**src/gdfs_regs.vh**
```
/*
 * constants for the gate driver fault supervisor: register offsets,
 * field positions, reset values and timing counts.
 * assumes a 100 MHz core clock and a 24-bit host serial frame.
 */
// Summary of operation
// - gate voltage monitor fault latches and blocks gate drive until cleared
// - gate voltage fault mask bit at zero stops that fault blocking drive
// - short circuit latches, blocks drive, cannot be masked, only clear re-enables
// - short circuit threshold and filter time are programmable
// - dead time always enforced; violating pwm inputs set a fault flag
// - dead time programmable; dead time fault maskable
// - overcurrent latches without blocking drive, unmaskable, held until cleared
// - overcurrent threshold and filter time are programmable
// - one die powered without the other, before both were ever up together, sets a sticky watchdog fault
// - frame error when clocks per select frame are not a multiple of 24
// - frame error when the received crc does not match the frame
// - host keeps 19 us between frames; shorter gap sets frame error
// - frame error also cleared by running the built-in self test
// - frame error may set at power-up with a floating select line
// - isolated supply overvoltage latches a flag and blocks gate drive
// - logic supply undervoltage freezes the serial response buffer
// - response echoes the command address; host compares to spot freezing
// - regulator and reference undervoltage latch as sticky flags
// - unpowered isolated side keeps its status and measurements unchanged
// - setup mode bit at one keeps gate drive disabled
// - fail safe enable input low keeps gate drive disabled
`ifndef GDFS_REGS_VH
`define GDFS_REGS_VH

// ======================================================================
// register offsets
`define OFS_STATUS_A   8'h00
`define OFS_STATUS_B   8'h04
`define OFS_MASK_B     8'h08
`define OFS_MODE_B     8'h0c
`define OFS_OC_SETUP   8'h10
`define OFS_SC_SETUP   8'h14
`define OFS_DT_SETUP   8'h18
`define OFS_GM_SETUP   8'h1c
`define OFS_MEASURE    8'h20

// ======================================================================
// field positions
`define A_SC      0
`define A_OC      1
`define A_OV      2
`define A_REGUV   3
`define B_GVF     0
`define B_DT      1
`define B_WDOG    2
`define B_SFE     3
`define B_REFUV   4
`define M_GVF     0
`define M_DT      1
`define MODE_SETUP 0
`define MODE_BIST  1

// ======================================================================
// reset values
`define MASK_B_RST 2'h3
`define SETUP_RST  8'hff
`define DT_RST     8'h10
`define GM_RST     8'h20

// ======================================================================
// timing
`define CLK_PERIOD_NS 10
`define FRAME_GAP_NS  19000
`define FRAME_GAP_CYC ((`FRAME_GAP_NS + `CLK_PERIOD_NS - 1) / `CLK_PERIOD_NS)
`define FRAME_BITS    24
`define CRC_POLY      8'h07

`endif

```
**src/gate_driver_fault_supervisor.v**
```verilog
/*
 * fault supervision, gate drive gating, dead time enforcement and
 * serial frame checking for a single gate driver channel.
 * assumes pins are asynchronous to core_clk and are synchronised here;
 * current_sample comes from logic on core_clk.
 */
// Implementation choices: strobed register access and the placing of the registers.
`include "gdfs_regs.vh"
`default_nettype none

module gate_driver_fault_supervisor #(
    parameter GAP_W = 12
) (
    input  wire        core_clk,
    input  wire        rst,
    input  wire [7:0]  reg_addr,
    input  wire [31:0] reg_wdata,
    input  wire        reg_wr,
    input  wire        reg_rd,
    output reg  [31:0] reg_rdata,
    input  wire        sclk,
    input  wire        chip_select_n,
    input  wire        mosi,
    output reg         miso,
    output wire        miso_oe,
    input  wire        pwm_high_in,
    input  wire        pwm_low_in,
    output reg         gate_high_out,
    output reg         gate_low_out,
    input  wire        fail_safe_enable_n,
    input  wire        gate_voltage_ok,
    input  wire [7:0]  current_sample,
    input  wire        overvoltage_in,
    input  wire        regulator_uv_in,
    input  wire        reference_uv_in,
    input  wire        logic_supply_undervoltage,
    input  wire        hv_side_powered,
    input  wire        die_a_powered,
    input  wire        die_b_powered
);

// ======================================================================
// synchronisers
localparam NSYNC = 14;
// select pin idles high, so no false select edge follows reset
localparam [NSYNC-1:0] SYNC_IDLE = 14'h1000;
wire [NSYNC-1:0] pin_raw = {sclk, chip_select_n, mosi, pwm_high_in,
    pwm_low_in, fail_safe_enable_n, gate_voltage_ok, overvoltage_in,
    regulator_uv_in, reference_uv_in, logic_supply_undervoltage,
    hv_side_powered, die_a_powered, die_b_powered};
reg  [NSYNC-1:0] sync_a;
reg  [NSYNC-1:0] sync_b;
always @(posedge core_clk or posedge rst) begin
    if (rst) begin
        sync_a <= SYNC_IDLE;
        sync_b <= SYNC_IDLE;
    end else begin
        sync_a <= pin_raw;
        sync_b <= sync_a;
    end
end
wire s_sclk  = sync_b[13];
wire s_cs_n  = sync_b[12];
wire s_mosi  = sync_b[11];
wire s_pwm_h = sync_b[10];
wire s_pwm_l = sync_b[9];
wire s_fsen  = sync_b[8];
wire s_gv_ok = sync_b[7];
wire s_ov    = sync_b[6];
wire s_reguv = sync_b[5];
wire s_refuv = sync_b[4];
wire s_lvuv  = sync_b[3];
wire s_hv_on = sync_b[2];
wire s_die_a = sync_b[1];
wire s_die_b = sync_b[0];

// ======================================================================
// functions
function [7:0] next_filter;
    input [7:0] cnt;
    input       over;
    begin
        if (!over)
            next_filter = 8'h00;
        else if (cnt == 8'hff)
            next_filter = cnt;
        else
            next_filter = cnt + 8'h01;
    end
endfunction

function [7:0] crc8;
    input [15:0] d;
    integer      i;
    reg   [7:0]  c;
    begin
        c = 8'h00;
        for (i = 15; i >= 0; i = i - 1) begin
            if (c[7] ^ d[i])
                c = {c[6:0], 1'b0} ^ `CRC_POLY;
            else
                c = {c[6:0], 1'b0};
        end
        crc8 = c;
    end
endfunction

// ======================================================================
// software registers
reg  [3:0]  status_a;
reg  [4:0]  status_b;
reg  [1:0]  mask_b;
reg         setup_mode;
reg         bist_run;
reg  [15:0] oc_setup;
reg  [15:0] sc_setup;
reg  [7:0]  dt_setup;
reg  [7:0]  gm_setup;
reg  [7:0]  measure;
wire [3:0]  set_a;
wire [4:0]  set_b;
wire        wr_a = reg_wr && (reg_addr == `OFS_STATUS_A);
wire        wr_b = reg_wr && (reg_addr == `OFS_STATUS_B);
wire [3:0]  clr_a = wr_a ? reg_wdata[3:0] : 4'h0;
wire [4:0]  clr_b;
assign clr_b[`B_SFE] = (wr_b && reg_wdata[`B_SFE]) || bist_run;
assign clr_b[2:0] = wr_b ? reg_wdata[2:0] : 3'h0;
assign clr_b[4]   = wr_b ? reg_wdata[4] : 1'b0;

always @(posedge core_clk or posedge rst) begin
    if (rst) begin
        status_a   <= 4'h0;
        status_b   <= 5'h00;
        mask_b     <= `MASK_B_RST;
        setup_mode <= 1'b1;
        bist_run   <= 1'b0;
        oc_setup   <= {`SETUP_RST, `SETUP_RST};
        sc_setup   <= {`SETUP_RST, `SETUP_RST};
        dt_setup   <= `DT_RST;
        gm_setup   <= `GM_RST;
        measure    <= 8'h00;
    end else begin
        // set wins over a simultaneous clear
        status_a <= (status_a & ~clr_a) | set_a;
        status_b <= (status_b & ~clr_b) | set_b;
        bist_run <= reg_wr && (reg_addr == `OFS_MODE_B) && reg_wdata[`MODE_BIST];
        if (s_hv_on)
            measure <= current_sample;
        if (reg_wr) begin
            if (reg_addr == `OFS_MASK_B)
                mask_b <= reg_wdata[1:0];
            else if (reg_addr == `OFS_MODE_B)
                setup_mode <= reg_wdata[`MODE_SETUP];
            else if (reg_addr == `OFS_OC_SETUP)
                oc_setup <= reg_wdata[15:0];
            else if (reg_addr == `OFS_SC_SETUP)
                sc_setup <= reg_wdata[15:0];
            else if (reg_addr == `OFS_DT_SETUP)
                dt_setup <= reg_wdata[7:0];
            else if (reg_addr == `OFS_GM_SETUP)
                gm_setup <= reg_wdata[7:0];
        end
    end
end

always @(posedge core_clk or posedge rst) begin
    if (rst) begin
        reg_rdata <= 32'h0000_0000;
    end else if (reg_rd) begin
        if (reg_addr == `OFS_STATUS_A)
            reg_rdata <= {28'h0, status_a};
        else if (reg_addr == `OFS_STATUS_B)
            reg_rdata <= {27'h0, status_b};
        else if (reg_addr == `OFS_MASK_B)
            reg_rdata <= {30'h0, mask_b};
        else if (reg_addr == `OFS_MODE_B)
            reg_rdata <= {31'h0, setup_mode};
        else if (reg_addr == `OFS_OC_SETUP)
            reg_rdata <= {16'h0, oc_setup};
        else if (reg_addr == `OFS_SC_SETUP)
            reg_rdata <= {16'h0, sc_setup};
        else if (reg_addr == `OFS_DT_SETUP)
            reg_rdata <= {24'h0, dt_setup};
        else if (reg_addr == `OFS_GM_SETUP)
            reg_rdata <= {24'h0, gm_setup};
        else if (reg_addr == `OFS_MEASURE)
            reg_rdata <= {24'h0, measure};
        else
            reg_rdata <= 32'h0000_0000;
    end else begin
        reg_rdata <= 32'h0000_0000;
    end
end

// ======================================================================
// current detection with threshold and filter
reg  [7:0] sc_cnt;
reg  [7:0] oc_cnt;
always @(posedge core_clk or posedge rst) begin
    if (rst) begin
        sc_cnt <= 8'h00;
        oc_cnt <= 8'h00;
    end else begin
        sc_cnt <= next_filter(sc_cnt, current_sample > sc_setup[7:0]);
        oc_cnt <= next_filter(oc_cnt, current_sample > oc_setup[7:0]);
    end
end
wire sc_hit = (sc_cnt >= sc_setup[15:8]) && (current_sample > sc_setup[7:0]);
wire oc_hit = (oc_cnt >= oc_setup[15:8]) && (current_sample > oc_setup[7:0]);

// ======================================================================
// gate voltage monitor
reg  [7:0] gm_cnt;
always @(posedge core_clk or posedge rst) begin
    if (rst)
        gm_cnt <= 8'h00;
    else
        gm_cnt <= next_filter(gm_cnt, gate_high_out);
end
wire gv_hit = gate_high_out && (gm_cnt >= gm_setup) && !s_gv_ok;

// ======================================================================
// flag set terms; isolated side flags freeze when unpowered
reg  die_seen;
always @(posedge core_clk or posedge rst) begin
    if (rst)
        die_seen <= 1'b0;
    else if (s_die_a && s_die_b)
        die_seen <= 1'b1;
end
wire dt_viol;
wire sfe_set;
assign set_a[`A_SC]    = s_hv_on && sc_hit;
assign set_a[`A_OC]    = s_hv_on && oc_hit;
assign set_a[`A_OV]    = s_hv_on && s_ov;
assign set_a[`A_REGUV] = s_hv_on && s_reguv;
assign set_b[`B_GVF]   = s_hv_on && gv_hit;
assign set_b[`B_DT]    = dt_viol && mask_b[`M_DT];
assign set_b[`B_WDOG]  = !die_seen && (s_die_a ^ s_die_b);
assign set_b[`B_SFE]   = sfe_set;
assign set_b[`B_REFUV] = s_hv_on && s_refuv;

// ======================================================================
// drive enable and dead time
wire drive_block = status_a[`A_SC]
    || status_a[`A_OV]
    || (status_b[`B_GVF] && mask_b[`M_GVF])
    || setup_mode
    || !s_fsen;
reg  [7:0] dt_cnt;
reg        last_low;
wire dt_done = (dt_cnt >= dt_setup);
wire next_gate_high = !drive_block && s_pwm_h && !s_pwm_l
    && (gate_high_out || (!gate_low_out && dt_done));
wire next_gate_low = !drive_block && s_pwm_l && !s_pwm_h
    && (gate_low_out || (!gate_high_out && dt_done));
assign dt_viol = (s_pwm_h && s_pwm_l)
    || (s_pwm_h && last_low && !gate_high_out && !dt_done)
    || (s_pwm_l && !last_low && !gate_low_out && !dt_done);
always @(posedge core_clk or posedge rst) begin
    if (rst) begin
        gate_high_out <= 1'b0;
        gate_low_out  <= 1'b0;
        dt_cnt        <= 8'hff;
        last_low      <= 1'b0;
    end else begin
        gate_high_out <= next_gate_high;
        gate_low_out  <= next_gate_low;
        dt_cnt <= next_filter(dt_cnt, !gate_high_out && !gate_low_out);
        if (gate_low_out)
            last_low <= 1'b1;
        else if (gate_high_out)
            last_low <= 1'b0;
    end
end

// ======================================================================
// serial frame checker and responder
reg         sclk_d;
reg         cs_d;
reg  [4:0]  bit_cnt;
reg  [23:0] rx_word;
reg  [GAP_W-1:0] gap_cnt;
reg  [23:0] tx_shift;
reg  [23:0] resp_buf;
reg         rx_ok;
reg  [4:0]  last_addr;
wire sclk_rise = s_sclk && !sclk_d;
wire sclk_fall = !s_sclk && sclk_d;
wire cs_fall   = !s_cs_n && cs_d;
wire cs_rise   = s_cs_n && !cs_d;
wire [23:0] rx_next = {rx_word[22:0], s_mosi};
wire word_end  = !s_cs_n && sclk_rise && (bit_cnt == 5'd23);
wire crc_bad   = word_end && (crc8(rx_next[23:8]) != rx_next[7:0]);
wire len_bad   = cs_rise && (bit_cnt != 5'd0);
wire gap_bad   = cs_fall && (gap_cnt < `FRAME_GAP_CYC);
// a floating select at power-up can produce these too
assign sfe_set = crc_bad || len_bad || gap_bad;
assign miso_oe = !s_cs_n;
wire [9:0] resp_flags = {1'b0, status_b, status_a};
wire [15:0] resp_head = {1'b0, last_addr, resp_flags};

always @(posedge core_clk or posedge rst) begin
    if (rst) begin
        sclk_d    <= 1'b0;
        cs_d      <= 1'b1;
        bit_cnt   <= 5'd0;
        rx_word   <= 24'h000000;
        gap_cnt   <= {GAP_W{1'b1}};
        tx_shift  <= 24'h000000;
        resp_buf  <= 24'h000000;
        rx_ok     <= 1'b0;
        last_addr <= 5'd0;
        miso      <= 1'b0;
    end else begin
        sclk_d <= s_sclk;
        cs_d   <= s_cs_n;
        if (!s_cs_n)
            gap_cnt <= {GAP_W{1'b0}};
        else if (gap_cnt != {GAP_W{1'b1}})
            gap_cnt <= gap_cnt + {{(GAP_W-1){1'b0}}, 1'b1};
        if (cs_fall) begin
            bit_cnt  <= 5'd0;
            rx_ok    <= 1'b0;
            tx_shift <= {resp_buf[22:0], 1'b0};
            miso     <= resp_buf[23];
        end else if (!s_cs_n && sclk_rise) begin
            rx_word <= rx_next;
            if (bit_cnt == 5'd23) begin
                bit_cnt <= 5'd0;
                rx_ok   <= !crc_bad;
                if (!crc_bad)
                    last_addr <= rx_next[22:18];
            end else begin
                bit_cnt <= bit_cnt + 5'd1;
            end
        end else if (!s_cs_n && sclk_fall) begin
            miso     <= tx_shift[23];
            tx_shift <= {tx_shift[22:0], 1'b0};
        end
        if (cs_rise && rx_ok && !len_bad && !s_lvuv)
            resp_buf <= {resp_head, crc8(resp_head)};
    end
end

endmodule // gate_driver_fault_supervisor
`default_nettype wire

```
**config.mk**
```make
export PLATFORM = sky130hd
export DESIGN_NAME = gate_driver_fault_supervisor
export DESIGN_NICKNAME = d
export VERILOG_FILES = /design/src/gate_driver_fault_supervisor.v
export VERILOG_INCLUDE_DIRS = /design/src
export SDC_FILE = /design/constraint.sdc
export NUM_CORES = 1
export LEC_CHECK = 0
export BUFFER_PORTS_ARGS = -buffer_cell sky130_fd_sc_hd__buf_4
export CORE_MARGIN = 2
export CORE_UTILIZATION = 42
export DETAILED_ROUTE_END_ITERATION = 12
export PLACE_DENSITY = 0.61
export SYNTH_ARGS = -nofsm -noshare
export SYNTH_HDL_FRONTEND = slang
export SYNTH_SLANG_ARGS = --single-unit
```
**constraint.sdc**
```tcl
create_clock -name core_clk -period 9.5 [get_ports core_clk]
set_input_delay 0.95 -clock core_clk [delete_from_list [all_inputs] [get_ports core_clk]]
set_output_delay 0.95 -clock core_clk [all_outputs]
set_load 0.01 [all_outputs]
```
==> metrics.cfg, run 1 <==
[timing]
hold_slack_ns = 0.347
maxSlewHeadroom_pct = 25.4
min_period_over_period_pct = 37.0
rsz0062_at_grt = false
slew_violations = 0
hold_viol = 0
worst_slew_pin_slew_ns = 1.12
fin_crit_ns = 3.51
final.setup_skew_ns = 0.0203
setup_viol = 0
finalSetupTns_ns = 0
clock.fmax_mhz = 285

[setup_path]
worstSetupPathType = in -> reg
critPathCaptureType = flip-flop
crit_family = simple AND/OR/NAND/NOR gates
crit_fanout = 16
cp.required_ns = 9.95
cp_slowest_cell = nand3_1
setup.worst_path.start_class = input pin
critPathMaxStageDelay_ns = 0.96
worstPathCellList = buf_4 -> or3_1 -> nor2_1 -> nand3_1 -> mux2_2
cp_data_arrival_time_ns = 3.97
crit_buf_inv = 1

[yosys]
synthCells = 1063
post-synth-top-count-cell = dfrtp_1
syn_area_um2 = 12000
seq_area_frac_synth_pct = 51.4
synth-main-ff-cell = dfrtp_1
synth.distinct_cells = 66
ys_warn_count = 0
async_flop_share_pct = 100
syn_area_per_cell_um2 = 11.3
ys_ff_latch = 243
yosysTopAreaCellShare_pct = 38.2
synth_edf_count = 0
yosysTopAreaCell = dfrtp_1
synth.area.top_cells = dfrtp_1, dfstp_2, mux2_2
synth_commonest_cells = dfrtp_1, mux2_2, nand2_1, nor2_1

[cells_and_area]
n_fill_cell = 2605
n_antenna_cell = 0
nets = 1255
stdcell_area_um2 = 13800
drive_above_1_share_pct = 26.2
multi_input_area_um2 = 5400
ff_latch_area_um2 = 6160
utilization_pct = 49.3
area_growth_pct = 15.0

[floorplan]
die_width_um = 173
io_pins = 102
core_um2 = 27900
start_util_pct = 42.9
dieArea_um2 = 29900
row_count = 61
die_h_um = 173

[global_routing]
grt_pass1_wl_um = 40800
grt-ovfl-total = 0
grtUsageTotal_pct = 16.5
grt_max_degree = 96
grt_antenna_before_repair = 0
grt_pass1_vias = 7750

[clocking]
htree_num_levels = 1
cts_tree = built
cts_max_path_buffers = 3
cts_sinks = 243
post_cts_resize_count = 0
cts_root_buffer = clkbuf_16
postCtsSetupBuffers = 0
insertion_delay_ns = 0.54
ctsHoldBuffers = 0
cts_buffers = 28
path_clk_slew_ns = 0.05

[placement]
port_buffers = 69
placed_area_um2 = 12800
dp_hpwl_um = 17100
routabilityCongestion = 0.829

[drt]
drt-wirelength-per-cell_um = 16.0
dr.pass1.iters = 4
num_vias = 7785
viasPerCell = 5.08
drtIter0Drc = 532
wl_um = 24600
drc = 0
ant_nets = 0

[run_status]
status = finished, final reports clean

[power_and_ir_drop]
vdd_drop_max_v = 0.000116
power_density_nw_per_um2 = 185
cellLeakagePower_nw = 6.14

[min_path]
hp-class = reg -> reg

[flow_run]
cap_violations = 0

==> sequential cells by signal, summed over array words and instances, names as in the netlist, 12 cells and up <==
name and cells:
rx_word 23, sc_setup 16, resp_buf 22, tx_shift 23, gap_cnt 12, sync_a 14
reg_rdata 16, oc_setup 16, sync_b 14
==> power by group <==
part           leakage (nW)  switching [W]  internal, W  total, W
Sequential             3.03      0.0000608      0.00111   0.00117
Combinational          2.64       0.000157     0.000148  0.000305
Clock                 0.468       0.000415     0.000663   0.00108
==> layer usage <==
layer | global-route usage, % | share of wire (%)
met3 | 2.44 | 3.5
met5 | 0 | 0
met1 | 23.9 | 49
met4 | 4.77 | 2.2
met2 | 25.8 | 45
==> cells in the final DEF (no fill, tap or decap), types with 7 or more instances in the layout <==
cell type	instances
o21ai_0	63
clkbuf_8	7
mux2i_1	37
a31oi_1	11
nand2b_1	13
mux2_2	98
inv_1	62
nand3_1	32
and3_1	11
buf_4	75
nand2_1	84
a22oi_1	10
a21o_1	17
a21oi_1	15
dfrtp_1	183
clkinv_2	7
nor2_1	68
clkbuf_16	29
nand4_1	11
conb_1	16
ha_1	56
dfstp_2	60
nor3_1	15
xnor2_1	56
xor2_1	25
==> worst reg2reg max path, cell delays in order (launching register included) <==
cell      delay [ns]
dfrtp_1         0.43
xnor3_2         0.48
xor3_1          0.43
xor2_1          0.18
nor3_2          0.14
nand2b_1        0.13
o211ai_2        0.09
or4_4           0.50
mux2_4          0.33
==> area by class of cell <==
| type | instances | share of cell area (%) |
|---|---|---|
| Inverter | 63 | 1.77 |
| Clock inverter | 11 | 0.799 |
| Tap cell | 378 | 3.43 |
| Multi-Input combinational cell | 722 | 39.2 |
| Clock buffer | 40 | 6.07 |
| Sequential cell | 243 | 44.7 |
| Timing Repair Buffer | 75 | 4.09 |
==> path summary, 6_finish.rpt <==
path                       cells past startpoint           end  slack, ns         from
setup / recovery                               5  sc_setup[12]       5.99  reg_addr[3]
hold / removal                                 0    sync_b[11]       0.35   sync_a[11]
setup reg to reg                               8  last_addr[0]       6.67  rx_word[19]
hold reg to reg                                0    sync_b[11]       0.35   sync_a[11]
max in group asynchronous                      4   status_a[2]       6.66          rst
min in group asynchronous                      2    rx_word[6]       0.53          rst
==> per-stage QoR <==
step | cells | worst slack, ns | total power (W)
4_1_cts | 1532 | 6.03 | 0.00259
3_3_place_gp | 1481 | 5.45 | 0.00149
5_1_grt | 1532 | 5.84 | 0.00269
6_report | 1532 | 5.99 | 0.00255
3_5_place_dp | 1481 | 5.52 | 0.00150
2_1_floorplan | 1078 | 1.98 | 0.00141
==> cell families after synthesis <==
logic type                 after synthesis  share of synthesized area [%]
and+or+nand+nor                        269                           10.7
DFF                                    243                           51.4
AOI/OAI and AO/OA                      156                           8.31
muxes                                  141                           13.1
buffers and inverters                  113                           4.14
xor gates and xnor gates                84                           6.51
adders and majority gates               56                           5.85
other                                    1                         0.0313
(Power assumes the default switching activity.)
==> run 2, diff against run 1 <==
Settings changed: ABC_AREA set to 1, PLACE_DENSITY 0.61 to 0.6.
Clock period 9.5 ns to 3.46 ns, I/O delays scaled along.
==> metrics.cfg, run 2 <==
[power_and_ir_drop]
p_int_w = 0.00512
seq_power_share_pct = 45.9
clkPwrFrac_pct = 43.6
p_switching_w = 0.00170
power_density_nw_per_um2 = 473
switching_share_pct = 24.9
combPwrFrac_pct = 10.5
vdd_drop_max_v = 0.000339
cellLeakagePower_nw = 6.64

[cells_and_area]
instances_no_fill = 1961
utilization_pct = 49.9
area_growth_pct = 16.4
mostFrequentLayoutCells = nand2_1, inv_1, dfrtp_1, o21ai_0
mostFrequentLayoutCell = nand2_1
nets = 1677
drive_above_1_share_pct = 14.5
largest_registers = rx_word: 23 flops, tx_shift: 23 flops, resp_buf: 22 flops
n_antenna_cell = 0
n_fill_cell = 2752

[placement]
port_buffers = 69
dpl_worst_slack_ns = 0.965
dp.cells = 1894
routabilityCongestion = 0.849
dp_hpwl_um = 21200

[drt]
drc = 0
ant_nets = 0
viasPerCell = 5.02
drt-wirelength-per-cell_um = 14.9
drtIter0Drc = 640
num_vias = 9839
dr.pass1.iters = 5
wl_um = 29200

[run_status]
status = finished, final reports clean

[floorplan]
io_pins = 102
dieArea_um2 = 30900
die_h_um = 176
die_width_um = 176
row_count = 62
core_um2 = 28900
start_util_pct = 42.9

[timing]
worst_slew_pin_slew_ns = 0.829
clock.fmax_mhz = 409
final.setup_skew_ns = 0.0140
fin_ws_ns = 1.02
rsz0062_at_grt = false
maxSlewHeadroom_pct = 44.4
fin_crit_ns = 2.44
finalSetupTns_ns = 0
setup_viol = 0
min_period_over_period_pct = 70.6
slew_violations = 0
hold_viol = 0

[yosys]
yosysTopAreaCell = dfrtp_1
yosysTopAreaCellShare_pct = 36.9
async_flop_share_pct = 100
post-synth-top-count-cell = nand2_1
synth.area.top_cells = dfrtp_1, dfstp_2, nand2_1
ys_ff_latch = 243
seq_area_frac_synth_pct = 49.6
synth_edf_count = 0
syn_area_um2 = 12400
synthCells = 1463
synth-main-ff-cell = dfrtp_1
synth_commonest_cells = nand2_1, inv_1, dfrtp_1, o21ai_0, nor2_1
ys_warn_count = 0
synth.distinct_cells = 47
syn_area_per_cell_um2 = 8.48

[clocking]
htree_num_levels = 1
cts_buffers = 28
cts_max_path_buffers = 3
postCtsSetupBuffers = 0
path_clk_slew_ns = 0.06
cts_root_buffer = clkbuf_16
cts_tree = built
insertion_delay_ns = 0.54
cts_sinks = 243

[setup_path]
critPathCaptureType = flip-flop
cp_data_arrival_time_ns = 2.86
r2r_slack_ns = 1.02
worstSetupPathType = reg -> reg
cp.required_ns = 3.88
setup.worst_path.start_class = flip-flop
crit_fanout = 23

[min_path]
hp-class = in -> reg

[global_routing]
grt_pass1_vias = 9539
grt_pass1_wl_um = 48100
grtUsageTotal_pct = 19.2
grt_antenna_before_repair = 0
grt_max_degree = 93
grt-ovfl-total = 0

[flow_run]
cap_violations = 0

==> run 2: changes by cell type after synthesis, moves of 16 or more <==
cell	change
a21oi_1	+53
nand2_1	+260
a21o_1	-17
nand3_1	+43
xnor2_1	-40
mux2_2	-98
inv_1	+135
nor2_1	+16
mux2i_1	-37
o21ai_0	+78
==> run 2: repair_timing <==
item | in CTS | in global routing
gates resized for setup | 0 | 0
endpoints found under the hold margin | 28 | 0
hold buffers | 15 | 0
==> run 2: worst paths after layout <==
check / startpoint / to / cells after the start
setup / recovery: sync_b[12] / tx_shift[22] / 7
hold reg to reg: sync_a[0] / sync_b[0] / 0
hold / removal: current_sample[0] / measure[0] / 3
max in group asynchronous: rst / tx_shift[3] / 4
setup reg to reg: sync_b[12] / tx_shift[22] / 7
min in group asynchronous: rst / last_low / 3
==> run 2: kinds of logic (layout without fill, tap and decap cells) <==
logic type                 count (synthesis)  count (layout)  share of synthesized area (%)
AOI/OAI and AO/OA                        290             290                           13.4
adders and majority gates                 56              56                           5.65
DFF                                      243             243                           49.6
xor gates and xnor gates                  37              37                           2.61
buffers and inverters                    260             359                           8.41
and+or+nand+nor                          576             576                           20.3
other                                      1              16                         0.0302
==> run 2: routing by layer <==
layer  vias to the layer above  GRT usage (%)  share of wire [%]  wire length [um]
met5                         -              0                  0                 0
met2                       155           30.7                 46             13300
li1                       4958              -                  -                 -
met1                      4676           27.5                 48             14200
met4                         0           5.99                3.0               888
met3                        50           2.12                3.0               888
==> run 2: area by class of cell <==
class / instances / area (um^2) / share of cell area, %
Clock inverter: 7 / 87.6 / 0.606
Clock buffer: 45 / 856 / 5.93
Tap cell: 384 / 480 / 3.33
Inverter: 208 / 785 / 5.43
Sequential cell: 243 / 6160 / 42.6
Multi-Input combinational cell: 975 / 5270 / 36.5
Timing Repair Buffer: 99 / 806 / 5.58
==> run 2: per-stage QoR <==
step / area [um^2] / hold slack, ns / power (W)
finish: 14400 / 0.0309 / 0.00682
global route: 14400 / 0.0409 / 0.00714
global placement: 13300 / 0.332 / 0.00386
CTS: 14400 / 0.0155 / 0.00691
floorplan: 12500 / 0.331 / 0.00366
detailed placement: 13300 / 0.336 / 0.00388
==> run 2: worst max-delay path: stages, from the launching register on <==
cell,delay (ns)
dfstp_2,0.66
inv_1,0.19
nand3_1,0.11
buf_4,0.25
nand2_1,0.53
inv_1,0.41
nand2_1,0.08
o311ai_0,0.10
==> run 2: power groups by stage <==
stage | registers [W] | clock network, W | logic [W]
floorplan | 0.00313 | 0 | 0.000523
CTS | 0.00313 | 0.00305 | 0.000726
detailed placement | 0.00317 | 0 | 0.000708
global route | 0.00315 | 0.00316 | 0.000837
finish | 0.00313 | 0.00298 | 0.000716
global placement | 0.00317 | 0 | 0.000691
==> run 3, diff against run 2 <==
Clock period 3.46 ns to 2.3 ns, I/O delays scaled along.
==> metrics.cfg, run 3 (synthesized netlist as in run 2, its figures left out) <==
[setup_path]
cp_data_arrival_time_ns = 2.50
setup.worst_path.start_class = flip-flop
worstSetupPathType = reg -> reg
crit_top_cell = nand2_1
critPathMaxStageDelay_ns = 0.47
critPathCaptureType = flip-flop
cp.required_ns = 2.74
cp_slowest_cell = dfrtp_1
crit_fanout = 6
worstPathCellList = inv_2 -> nand2_1 -> nand2_1 -> nand2_1 -> nand2_1 -> clkinv_1 -> nand2_4 -> nand3_4 -> nand2_4 -> nand2_1 -> nand3_1 -> nand2_2 -> inv_2 -> nand4_2 -> nand2_1 -> nand2_1

[drt]
wl_um = 29800
viasPerCell = 5.03
ant_nets = 0
num_vias = 10054
drt-wirelength-per-cell_um = 14.9
dr.pass1.iters = 5
drtIter0Drc = 609
drc = 0

[clocking]
cts_buffers = 28
htree_num_levels = 1
path_clk_slew_ns = 0.06
insertion_delay_ns = 0.55
cts_tree = built
cts_max_path_buffers = 3
cts_sinks = 243
cts_root_buffer = clkbuf_16

[power_and_ir_drop]
combPwrFrac_pct = 10.7
power_density_nw_per_um2 = 712
clkPwrFrac_pct = 45.0
p_switching_w = 0.00262
cellLeakagePower_nw = 6.87
switching_share_pct = 24.6
vdd_drop_max_v = 0.000546
p_int_w = 0.00800
seq_power_share_pct = 44.3

[floorplan]
row_count = 62
io_pins = 102
die_width_um = 176
dieArea_um2 = 30900
start_util_pct = 42.9
die_h_um = 176
core_um2 = 28900

[timing]
finalSetupTns_ns = 0
final.setup_skew_ns = 0.00794
worst_slew_pin_slew_ns = 0.657
fin_crit_ns = 2.07
min_period_over_period_pct = 89.9
maxSlewHeadroom_pct = 55.0
setup_viol = 0
hold_viol = 0
rsz0062_at_grt = false
slew_violations = 0
fin_ws_ns = 0.233
hold_slack_ns = 0.0179
clock.fmax_mhz = 484

[cells_and_area]
drive_above_1_share_pct = 15.7
instances_no_fill = 2000
n_fill_cell = 2707
nets = 1716
mostFrequentLayoutCells = nand2_1, inv_1, dfrtp_1, o21ai_0, buf_4
largest_registers = rx_word: 23 flops, tx_shift: 23 flops, resp_buf: 22 flops
n_antenna_cell = 0
mostFrequentLayoutCell = nand2_1
utilization_pct = 51.5
area_growth_pct = 20.2
ff_latch_area_um2 = 6160
multi_input_area_um2 = 5270

[min_path]
hp-class = in -> reg

[flow_run]
cap_violations = 0

[placement]
port_buffers = 69
dp.cells = 1908
dp_hpwl_um = 21600
routabilityCongestion = 0.850
dpl_worst_slack_ns = 0.105

[global_routing]
grt-ovfl-total = 0
grt_max_degree = 51
grt_pass1_wl_um = 50000
grtUsageTotal_pct = 19.8
grt_pass1_vias = 9830
grt_antenna_before_repair = 0

[run_status]
status = finished, final reports clean

## run 3: layout make-up
type	count	area share, %
Clock buffer	44	5.78
Sequential cell	243	41.3
Timing Repair Buffer	138	8.10
Tap cell	384	3.22
Clock inverter	8	0.990
Inverter	208	5.26
Multi-Input combinational cell	975	35.4
## run 3: worst max-delay path, delay by kind of cell, from the launching register on
family / cells / cell delay [ns]
buffers and inverters: 3 / 0.30
AND/OR/NAND/NOR: 13 / 1.19
flip-flops: 1 / 0.47
## run 3: stage by stage
stage                     cell area (um^2)  total power (W)
after global routing                 14900           0.0111
after global placement               13500          0.00583
final                                14900           0.0106
after detailed placement             13500          0.00587
after CTS                            14900           0.0107
after floorplan                      12500          0.00550
## run 3: what timing repair did
item	4_1_cts	5_1_grt
endpoints found under the hold margin	54	0
endpoints found under the setup margin	0	23
resized for setup	0	4
hold buffers	34	0
setup buffers	0	6
## run 3: layer usage
metal | global-route usage [%] | wire length, um | vias to the layer above
met5 | 0 | 0 | -
met4 | 5.23 | 710 | 0
met3 | 2.45 | 1140 | 49
met2 | 32.6 | 14000 | 198
met1 | 27.8 | 13900 | 4769
li1 | - | - | 5038
## run 3: worst paths after layout
check                                     to  cells after the start         start  slack [ns]
worst max-delay path            last_addr[2]                     16   rx_word[20]        0.23
worst min-delay path             dt_setup[5]                      3  reg_wdata[5]        0.02
worst max register to register  last_addr[2]                     16   rx_word[20]        0.23
worst min register to register     sync_b[3]                      0     sync_a[3]        0.35
max in group asynchronous        oc_setup[9]                      4           rst        1.23
min in group asynchronous           last_low                      3           rst        0.34
## run 3: power by group through the flow
stage | Combinational (W) | Sequential [W] | Clock, W
final | 0.00114 | 0.00470 | 0.00478
after global routing | 0.00132 | 0.00473 | 0.00507
after CTS | 0.00115 | 0.00470 | 0.00489
after detailed placement | 0.00110 | 0.00477 | 0
after global placement | 0.00107 | 0.00476 | 0
after floorplan | 0.000787 | 0.00471 | 0
